`src/rtl/ppd_regs.svh`:
```
`ifndef PPD_REGS_SVH
`define PPD_REGS_SVH

// Register offsets on the two address lines.
`define PPD_OFS_DATA      2'h0
`define PPD_OFS_STATUS    2'h1
`define PPD_OFS_CONTROL   2'h2

// Status register fields.
`define PPD_ST_TIMEOUT    0
`define PPD_ST_RSVD       1
`define PPD_ST_IRQ        2
`define PPD_ST_FAULT      3
`define PPD_ST_SELECT     4
`define PPD_ST_PAPER      5
`define PPD_ST_ACK        6
`define PPD_ST_BUSY       7

// Control register fields.
`define PPD_CT_IRQ_EN     4
`define PPD_CT_DIR        5
`define PPD_CT_RESET      8'h00
`define PPD_CT_RD_ONES    8'hc0

// Timing.
`define PPD_CLK_PERIOD_NS 20
`define PPD_TIMEOUT_NS    10000
`define PPD_TIMEOUT_CYC   ((`PPD_TIMEOUT_NS + `PPD_CLK_PERIOD_NS - 1) / `PPD_CLK_PERIOD_NS)

// Data path buffer.
`define PPD_DATA_W        8
`define PPD_FIFO_DEPTH    4

`endif

```
`src/rtl/ppd_pkg.sv`:
```
package ppd_pkg;
  typedef logic [7:0] ppd_byte_t;
  typedef logic [1:0] ppd_addr_t;
endpackage : ppd_pkg

```
`src/rtl/ppd_port.sv`:
```
// Function
// - Address 0 data, 1 status, 2 control; address 3 leaves the bus undriven.
// - Mode-select bit 0 gives compatible mode, 1 gives extended mode.
// - Compatible mode, strap low: writes drive the data pins, reads return last write.
// - Compatible mode: direction pin caught on the first clock after reset chooses driving or pin readback.
// - Extended mode: writes always latched; pins driven only while direction bit 0.
// - Extended mode reads: latch when direction bit 0, pin levels when 1.
// - Eight-bit bidirectional data; extended mode direction from the direction bit alone.
// - Status is read-only; writes to it change nothing.
// - In EPP mode status bit 0 sets on a timeout of at least 10 us.
// - Timeout flag clears after status read and on EPP enable rising.
// - Outside EPP mode status bit 0 reads 1.
// - Status bit 1 always reads 1.
// - Status bit 2 reads 1 outside EPP in compatible mode or with control bit 4 low, and in EPP with config bit 4 low.
// - Status bit 2 latches low on acknowledge rising edge; status read sets it.
// - Status bit 3 follows the live fault input.
// - Status bit 4 follows the live printer-selected input.
// - Status bit 5 follows the live paper-out input.
// - Status bit 6 follows the live acknowledge input pulsed low by printer.
// - Status bit 7 is the inverse of the busy input.
// - Config bit 0 enables EPP operation; config bit 1 picks the EPP revision.
`include "ppd_regs.svh"

module ppd_fifo #(
  parameter int WIDTH = `PPD_DATA_W,
  parameter int DEPTH = `PPD_FIFO_DEPTH
) (
  // Clock and reset.
  input  wire logic             clk_sys_i,
  input  wire logic             reset_i,
  // Fill side.
  input  wire logic             in_valid_i,
  output wire logic             in_ready_o,
  input  wire logic [WIDTH-1:0] in_data_i,
  // Drain side.
  output wire logic             out_valid_o,
  input  wire logic             out_ready_i,
  output wire logic [WIDTH-1:0] out_data_o
);
  localparam int AW = $clog2(DEPTH);

  logic [WIDTH-1:0] mem_r [DEPTH];
  logic [AW-1:0]    wptr_r;
  logic [AW-1:0]    rptr_r;
  logic [AW:0]      count_r;

  wire push = in_valid_i && in_ready_o;
  wire pop  = out_valid_o && out_ready_i;

  assign in_ready_o  = (count_r != (AW+1)'(DEPTH));
  assign out_valid_o = (count_r != '0);
  assign out_data_o  = mem_r[rptr_r];

  // The pointers wrap only for a power-of-two depth, which is all we use.
  always_ff @(posedge clk_sys_i or posedge reset_i) begin
    if (reset_i) begin
      wptr_r  <= '0;
      rptr_r  <= '0;
      count_r <= '0;
    end else begin
      if (push) wptr_r <= wptr_r + 1'b1;
      if (pop) rptr_r <= rptr_r + 1'b1;
      count_r <= count_r + (AW+1)'(push) - (AW+1)'(pop);
    end
  end

  always_ff @(posedge clk_sys_i) begin
    if (push) mem_r[wptr_r] <= in_data_i;
  end

  a_fifo_no_over: assert property (@(posedge clk_sys_i) disable iff (reset_i)
    count_r <= (AW+1)'(DEPTH)) else $error("FIFO count above depth.");
endmodule : ppd_fifo

module ppd_port
  import ppd_pkg::*;
(
  // Clock and reset.
  input  wire logic      clk_sys_i,
  input  wire logic      reset_i,
  // Host register port.
  input  wire ppd_addr_t addr_i,
  input  wire ppd_byte_t wdata_i,
  input  wire logic      rd_i,
  input  wire logic      wr_i,
  output wire logic      wr_ready_o,
  output wire ppd_byte_t rdata_o,
  output wire logic      rdata_oe_n_o,
  // Mode and configuration bits.
  input  wire logic      mode_select_bit_i,
  input  wire logic      epp_enable_i,
  input  wire logic      epp_rev_i,
  input  wire logic      epp_irq_level_i,
  output wire logic      epp_rev_o,
  // EPP cycle in progress, from the transfer sequencer.
  input  wire logic      epp_cycle_busy_i,
  // Direction pin.
  input  wire logic      direction_pin_i,
  // Data pins.
  input  wire ppd_byte_t port_data_pins_i,
  output wire ppd_byte_t port_data_pins_o,
  output wire logic      port_data_pins_oe_n_o,
  input  wire logic      port_hold_i,
  // Printer handshake inputs.
  input  wire logic      fault_n_i,
  input  wire logic      printer_selected_input_i,
  input  wire logic      paper_out_input_i,
  input  wire logic      ack_n_i,
  input  wire logic      busy_i,
  // Control register contents.
  output wire ppd_byte_t printer_control_o
);
  localparam int TO_CYC = `PPD_TIMEOUT_CYC;

  ppd_byte_t  out_latch_r;
  ppd_byte_t  control_r;
  ppd_byte_t  rdata_r;
  logic       rdata_oe_n_r;
  logic       dir_pin_r;
  logic       dir_caught_r;
  logic       irq_status_r;
  logic       timeout_r;
  logic       ack_prev_r;
  logic       epp_en_prev_r;
  logic [9:0] to_cnt_r;

  // Decoding of the host access.
  wire sel_data   = (addr_i == `PPD_OFS_DATA);
  wire sel_status = (addr_i == `PPD_OFS_STATUS);
  wire sel_ctrl   = (addr_i == `PPD_OFS_CONTROL);
  wire sel_any    = sel_data || sel_status || sel_ctrl;
  wire wr_data    = wr_i && sel_data;
  wire wr_ctrl    = wr_i && sel_ctrl;
  wire rd_status  = rd_i && sel_status;

  wire extended   = mode_select_bit_i;
  wire dir_bit    = control_r[`PPD_CT_DIR];
  // Compatible mode uses the strap, extended mode the direction bit.
  wire dir_in     = extended ? dir_bit : dir_pin_r;

  // Data register writes pass through a small buffer so that a slow
  // printer side can hold the latch while the host keeps writing.
  wire       fifo_valid;
  ppd_byte_t fifo_data;
  ppd_fifo #(
    .WIDTH (`PPD_DATA_W),
    .DEPTH (`PPD_FIFO_DEPTH)
  ) u_fifo (
    .clk_sys_i   (clk_sys_i),
    .reset_i     (reset_i),
    .in_valid_i  (wr_data),
    .in_ready_o  (wr_ready_o),
    .in_data_i   (wdata_i),
    .out_valid_o (fifo_valid),
    .out_ready_i (!port_hold_i),
    .out_data_o  (fifo_data)
  );
  wire latch_load = fifo_valid && !port_hold_i;

  // Interrupt-status flag is live only in these modes.
  wire irq_active = epp_enable_i ? epp_irq_level_i
                  : (extended && control_r[`PPD_CT_IRQ_EN]);
  wire ack_rise   = !ack_prev_r && ack_n_i;
  wire epp_rise   = epp_enable_i && !epp_en_prev_r;
  wire to_hit     = epp_enable_i && (to_cnt_r == 10'(TO_CYC - 1));

  // Status image.
  ppd_byte_t status_img;
  assign status_img[`PPD_ST_TIMEOUT] = epp_enable_i ? timeout_r : 1'b1;
  assign status_img[`PPD_ST_RSVD]    = 1'b1;
  assign status_img[`PPD_ST_IRQ]     = irq_active ? irq_status_r : 1'b1;
  assign status_img[`PPD_ST_FAULT]   = fault_n_i;
  assign status_img[`PPD_ST_SELECT]  = printer_selected_input_i;
  assign status_img[`PPD_ST_PAPER]   = paper_out_input_i;
  assign status_img[`PPD_ST_ACK]     = ack_n_i;
  assign status_img[`PPD_ST_BUSY]    = !busy_i;

  wire ppd_byte_t data_img = dir_in ? port_data_pins_i : out_latch_r;
  wire ppd_byte_t ctrl_img = control_r | `PPD_CT_RD_ONES;
  wire ppd_byte_t read_mux = sel_data   ? data_img
                           : sel_status ? status_img
                           : ctrl_img;

  assign rdata_o               = rdata_r;
  assign rdata_oe_n_o          = rdata_oe_n_r;
  assign port_data_pins_o      = out_latch_r;
  assign port_data_pins_oe_n_o = dir_in;
  assign printer_control_o     = control_r;
  assign epp_rev_o             = epp_enable_i && epp_rev_i;

  // Read data is captured at the strobe and held until the next one.
  always_ff @(posedge clk_sys_i or posedge reset_i) begin
    if (reset_i) begin
      rdata_r      <= '0;
      rdata_oe_n_r <= 1'b1;
    end else if (rd_i) begin
      rdata_r      <= read_mux;
      rdata_oe_n_r <= !sel_any;
    end else begin
      rdata_oe_n_r <= 1'b1;
    end
  end

  // The latch is loaded in every mode; only the pin enable differs.
  always_ff @(posedge clk_sys_i or posedge reset_i) begin
    if (reset_i) out_latch_r <= '0;
    else if (latch_load) out_latch_r <= fifo_data;
  end

  // Status writes fall through: no branch updates any state for them.
  always_ff @(posedge clk_sys_i or posedge reset_i) begin
    if (reset_i) control_r <= `PPD_CT_RESET;
    else if (wr_ctrl) control_r <= wdata_i;
  end

  // The strap is caught by the first clock after release, never by reset.
  always_ff @(posedge clk_sys_i or posedge reset_i) begin
    if (reset_i) begin
      dir_pin_r    <= 1'b0;
      dir_caught_r <= 1'b0;
    end else if (!dir_caught_r) begin
      dir_pin_r    <= direction_pin_i;
      dir_caught_r <= 1'b1;
    end
  end

  always_ff @(posedge clk_sys_i or posedge reset_i) begin
    if (reset_i) begin
      ack_prev_r    <= 1'b1;
      epp_en_prev_r <= 1'b0;
    end else begin
      ack_prev_r    <= ack_n_i;
      epp_en_prev_r <= epp_enable_i;
    end
  end

  // A new acknowledge edge wins over a status read in the same cycle.
  always_ff @(posedge clk_sys_i or posedge reset_i) begin
    if (reset_i) irq_status_r <= 1'b1;
    else if (irq_active && ack_rise) irq_status_r <= 1'b0;
    else if (rd_status || !irq_active) irq_status_r <= 1'b1;
  end

  // Counts consecutive busy cycles of an EPP cycle.
  always_ff @(posedge clk_sys_i or posedge reset_i) begin
    if (reset_i) to_cnt_r <= '0;
    else if (!epp_enable_i || !epp_cycle_busy_i) to_cnt_r <= '0;
    else if (!to_hit) to_cnt_r <= to_cnt_r + 10'h001;
  end

  // A timeout arriving with a clearing event is kept.
  always_ff @(posedge clk_sys_i or posedge reset_i) begin
    if (reset_i) timeout_r <= 1'b0;
    else if (to_hit && epp_cycle_busy_i) timeout_r <= 1'b1;
    else if (rd_status || epp_rise) timeout_r <= 1'b0;
  end

  a_addr3_float: assert property (
    @(posedge clk_sys_i) disable iff (reset_i)
    rd_i && addr_i == 2'h3 |=> rdata_oe_n_o)
    else $error("Address 3 read drove the bus.");

  a_oe_one_cycle: assert property (
    @(posedge clk_sys_i) disable iff (reset_i)
    !rd_i |=> rdata_oe_n_o)
    else $error("Read bus enabled without a read.");

  a_ctrl_ones: assert property (
    @(posedge clk_sys_i) disable iff (reset_i)
    rd_i && addr_i == 2'h2 |=> rdata_o[7:6] == 2'h3)
    else $error("Control read reserved bits not one.");

  a_compat_drive: assert property (
    @(posedge clk_sys_i) disable iff (reset_i)
    dir_caught_r && !mode_select_bit_i && !dir_pin_r
    |-> !port_data_pins_oe_n_o)
    else $error("Compatible output mode not driving pins.");

  a_strap_stable: assert property (
    @(posedge clk_sys_i) disable iff (reset_i)
    dir_caught_r |=> $stable(dir_pin_r))
    else $error("Direction strap changed after capture.");

  a_strap_pin_read: assert property (
    @(posedge clk_sys_i) disable iff (reset_i)
    rd_i && addr_i == 2'h0 && !mode_select_bit_i && dir_pin_r
    |=> rdata_o == $past(port_data_pins_i))
    else $error("Strapped input read did not return pins.");

  a_ext_dir_float: assert property (
    @(posedge clk_sys_i) disable iff (reset_i)
    mode_select_bit_i && control_r[`PPD_CT_DIR] |-> port_data_pins_oe_n_o)
    else $error("Pins driven in extended input direction.");

  a_ext_pin_read: assert property (
    @(posedge clk_sys_i) disable iff (reset_i)
    rd_i && addr_i == 2'h0 && mode_select_bit_i && control_r[`PPD_CT_DIR]
    |=> rdata_o == $past(port_data_pins_i))
    else $error("Extended input read did not return pins.");

  a_ext_latch_read: assert property (
    @(posedge clk_sys_i) disable iff (reset_i)
    rd_i && addr_i == 2'h0 && mode_select_bit_i && !control_r[`PPD_CT_DIR]
    |=> rdata_o == $past(out_latch_r))
    else $error("Extended output read did not return latch.");

  // A buffered data write may drain in the same cycle, so exclude that case.
  a_status_wr_nop: assert property (
    @(posedge clk_sys_i) disable iff (reset_i)
    wr_i && addr_i == 2'h1 && !latch_load
    |=> $stable(control_r) && $stable(out_latch_r))
    else $error("Status write changed state.");

  a_timeout_set: assert property (
    @(posedge clk_sys_i) disable iff (reset_i)
    $rose(timeout_r) |-> $past(to_hit))
    else $error("Timeout flag set before its limit.");

  a_timeout_clear: assert property (
    @(posedge clk_sys_i) disable iff (reset_i)
    rd_status && !(to_hit && epp_cycle_busy_i) |=> !timeout_r)
    else $error("Timeout flag not cleared by status read.");

  a_timeout_epp_clr: assert property (
    @(posedge clk_sys_i) disable iff (reset_i)
    epp_rise && !(to_hit && epp_cycle_busy_i) |=> !timeout_r)
    else $error("Timeout flag not cleared by EPP enable.");

  a_bit0_non_epp: assert property (
    @(posedge clk_sys_i) disable iff (reset_i)
    rd_i && addr_i == 2'h1 && !epp_enable_i |=> rdata_o[0])
    else $error("Status bit 0 not one outside EPP.");

  a_irq_quiet: assert property (
    @(posedge clk_sys_i) disable iff (reset_i)
    rd_status && !irq_active |=> rdata_o[`PPD_ST_IRQ])
    else $error("Inactive interrupt status not one.");

  a_irq_latch: assert property (
    @(posedge clk_sys_i) disable iff (reset_i)
    irq_active && ack_rise |=> !irq_status_r)
    else $error("Acknowledge edge did not latch status low.");

  a_irq_read_set: assert property (
    @(posedge clk_sys_i) disable iff (reset_i)
    rd_status && !(irq_active && ack_rise) |=> irq_status_r)
    else $error("Status read did not set interrupt status.");

  a_live_bits: assert property (
    @(posedge clk_sys_i) disable iff (reset_i)
    rd_status |=> rdata_o[4] == $past(printer_selected_input_i)
      && rdata_o[5] == $past(paper_out_input_i)
      && rdata_o[6] == $past(ack_n_i))
    else $error("Status printer lines wrong.");

  a_busy_inv: assert property (
    @(posedge clk_sys_i) disable iff (reset_i)
    rd_i && addr_i == 2'h1 |=> rdata_o[7] == !$past(busy_i)
      && rdata_o[3] == $past(fault_n_i) && rdata_o[1])
    else $error("Status live bits wrong.");
endmodule : ppd_port

```
`config.mk`:
```
export PLATFORM = sky130hd
export DESIGN_NAME = ppd_port
export DESIGN_NICKNAME = d
export VERILOG_FILES = /design/src/rtl/ppd_pkg.sv /design/src/rtl/ppd_port.sv
export VERILOG_INCLUDE_DIRS = /design/src /design/src/rtl
export SDC_FILE = /design/constraint.sdc
export NUM_CORES = 1
export LEC_CHECK = 0
export BUFFER_PORTS_ARGS = -buffer_cell sky130_fd_sc_hd__buf_4
export CAP_MARGIN = 20
export CORE_MARGIN = 1.5
export CORE_UTILIZATION = 56
export CTS_CLUSTER_DIAMETER = 100
export DETAILED_ROUTE_END_ITERATION = 6
export GPL_TIMING_DRIVEN = 1
export PLACE_DENSITY = 0.83
export SKIP_CTS_REPAIR_TIMING = 1
export SYNTH_ARGS = -nofsm -noshare
export SYNTH_HDL_FRONTEND = slang
export SYNTH_SLANG_ARGS = --single-unit
```
`constraint.sdc`:
```
create_clock -name clk_sys_i -period 5.3 [get_ports clk_sys_i]
set_input_delay 0.53 -clock clk_sys_i [delete_from_list [all_inputs] [get_ports clk_sys_i]]
set_output_delay 0.53 -clock clk_sys_i [all_outputs]
set_load 0.02 [all_outputs]
```
==> impl_metrics.yaml <==
run_status:
  status: "completed"
yosys:
  synth_fp_nets: 289
  synth-seq-cells: 80
  yosys_warnings: 0
  synth_cell_types: 47
  synth-async-reset-ratio: 0.600
  syn_inst: 247
  synth_edf_count: 32
  yosysSeqAreaShare: 0.627
  synth.avg_cell_area_um2: 14.0
  syn_area_um2: 3450
  ys.flop_type: "dfrtp_1"
route:
  dr.pass1.iters: 4
  vias: 2273
  ant_nets: 0
  drt_wl_total_mm: 7.00
  route.detailed.wl_per_inst_um: 17.8
  drc: 0
  vias_per_cell: 5.78
  drt_iter0_markers: 134
global_routing:
  grt_pass1_vias: 2248
  grt_usage: 0.234
  grt_max_degree: 49
  grt_pass1_wl_mm: 11.2
  antenna_found_initial: 0
  globalRouteOverflowTotal: 0
finish:
  regArea_um2: 2170
  fillerInstances: 394
  finalNonFillerCells: 393
  multi_input_area_um2: 1210
  drive_above_1_share: 0.358
  area_growth_pct: 21.8
  final_common_cell: "buf_4"
  diodes: 0
  final_net_count: 355
  final_util: 0.711
  mostFrequentLayoutCells: "61 x buf_4, 45 x dfrtp_1, 32 x edfxtp_1"
job:
  maxCapViolCount: 0
place:
  portBuffers: 61
  place.gp.congestion: 0.823
  place_ws_ns: 2.72
  dp_cells: 376
  dp_hpwl_mm: 5.00
power:
  p_leak_nw: 1.73
  power_frac_comb: 0.263
  p_seq_frac: 0.468
  max-vdd-ir-drop_mv: 0.280
  swShare: 0.306
  power.density_nw_per_um2: 434
  p_switching_mw: 0.559
  p_int_mw: 1.27
  clockPowerShare: 0.269
clocking:
  clock_sinks: 80
  cts_tree: "yes"
  clkLatencyLatePin_ns: 0.35
  clk_pin_slew_ns: 0.08
  numCtsBuffers: 9
  cts_max_path_buffers: 2
  cts_root_buffer: "clkbuf_8"
  htreeDepth: 3
worst_setup_path:
  arrival_ns: 2.47
  worstSetupStartpointType: "flop"
  cp-end-kind: "flop"
  path_class: "reg -> reg"
  required_ns: 5.53
  rrSetupSlack_ns: 3.06
  cp_max_fo: 10
timing:
  finalHoldViolCount: 0
  rsz0062_at_grt: "false"
  finalCritPeriodShare: 0.423
  slew_viol_final: 0
  setup_tns_ns: 0
  timing.final.ws_setup_ns: 3.06
  fmaxAchievable_mhz: 446
  relSlewSlack: 0.468
  skew_ns: 0.0147
  setup_viol: 0
  post-route-min-period_ns: 2.24
  tightest_slew_ns: 0.795
floorplanning:
  die_w_um: 81.5
  initial_core_util: 0.583
  chipHeight_um: 81.5
  boundaryPins: 62
  die-area_um2: 6650
  rows: 28
  core-area_um2: 5920
min_path:
  hp-class: "in -> async"
-- Yosys cell counts (4+ instances only) --
master    instances  area share
edfxtp_1         32        0.28
a21oi_1           7       0.010
mux2i_1           6       0.017
ha_1              7       0.025
xor2_1            5       0.013
nand2_1          14       0.015
mux2_2           17       0.055
and2_2            4      0.0087
o21ai_0           8       0.012
dfrtp_1          45        0.33
inv_1            11       0.012
nor2_1            8      0.0087
a221oi_1          4       0.010
a31oi_1           7       0.013
nand3_1          13       0.019
mux4_2            8       0.052
-- worst max-delay path: stages (launching register included) --
cell,delay (ns)
dfrtp_1,0.41
nor3_1,0.33
nor2_2,0.19
ha_1,0.32
inv_1,0.04
ha_1,0.18
fa_1,0.37
xor2_1,0.17
xnor2_1,0.13
-- stage by stage --
step	total power [mW]	hold WS, ns	cell area (µm²)
2_1_floorplan	1.16	0.460	3450
3_3_place_gp	1.33	0.478	3970
3_5_place_dp	1.35	0.495	3970
4_1_cts	1.84	0.269	4190
5_1_grt	1.92	0.0917	4210
6_report	1.83	0.0875	4210
-- cell type report --
cell class              count  share of cell area
flip-flops and latches     80               0.515
multi-input cells         148               0.287
repair buffers             62               0.114
clock buffers              10              0.0303
well taps                  75              0.0223
clock inverters             6              0.0217
inverters                  12              0.0107
-- state kept, by name, indices dropped and copies added (netlist names) --
register	cells
ack_prev_r	1
dir_caught_r	1
dir_pin_r	1
epp_en_prev_r	1
irq_status_r	1
port_data_pins_o	8
printer_control_o	8
rdata_o	8
rdata_oe_n_o	1
timeout_r	1
to_cnt_r	10
u_fifo.count_r	3
u_fifo.mem_r	32
u_fifo.rptr_r	2
u_fifo.wptr_r	2
-- worst paths after layout --
kind,to,cells past startpoint,from
worst max-delay path,u_fifo.count_r[2]$_DFF_PP0_,8,u_fifo.count_r[2]$_DFF_PP0_
worst min-delay path,printer_control_o[6]$_DFFE_PP0P_,2,reset_i
worst max register to register,u_fifo.count_r[2]$_DFF_PP0_,8,u_fifo.count_r[2]$_DFF_PP0_
worst min register to register,dir_pin_r$_DFFE_PP0N_,1,dir_caught_r$_DFF_PP0_
max in group asynchronous,rdata_oe_n_o$_DFF_PP1_,3,reset_i
min in group clk_sys_i,ack_prev_r$_DFF_PP1_,1,ack_n_i
-- cells by family after synthesis --
group	share of synthesized area
muxes	0.129
adders and majority gates	0.0312
buffers and inverters	0.0235
xor gates and xnor gates	0.0178
DFF	0.627
other	0.00109
and+or+nand+nor	0.102
AOI/OAI and AO/OA	0.0681
-- power groups by stage --
stage | Clock [mW] | Sequential, mW | Combinational [mW]
after floorplan | 0 | 0.878 | 0.279
after global routing | 0.524 | 0.873 | 0.526
after CTS | 0.498 | 0.859 | 0.484
after global placement | 0 | 0.867 | 0.461
after detailed placement | 0 | 0.870 | 0.480
final | 0.491 | 0.856 | 0.481
-- per-layer routing --
layer  share of wire  vias up  global-route usage
li1                -     1053                   -
met1            0.44     1120               0.314
met2            0.48       85               0.359
met3           0.056       15              0.0556
met4           0.026        0               0.114
met5               0        -                   0
(Power assumes the default switching activity.)
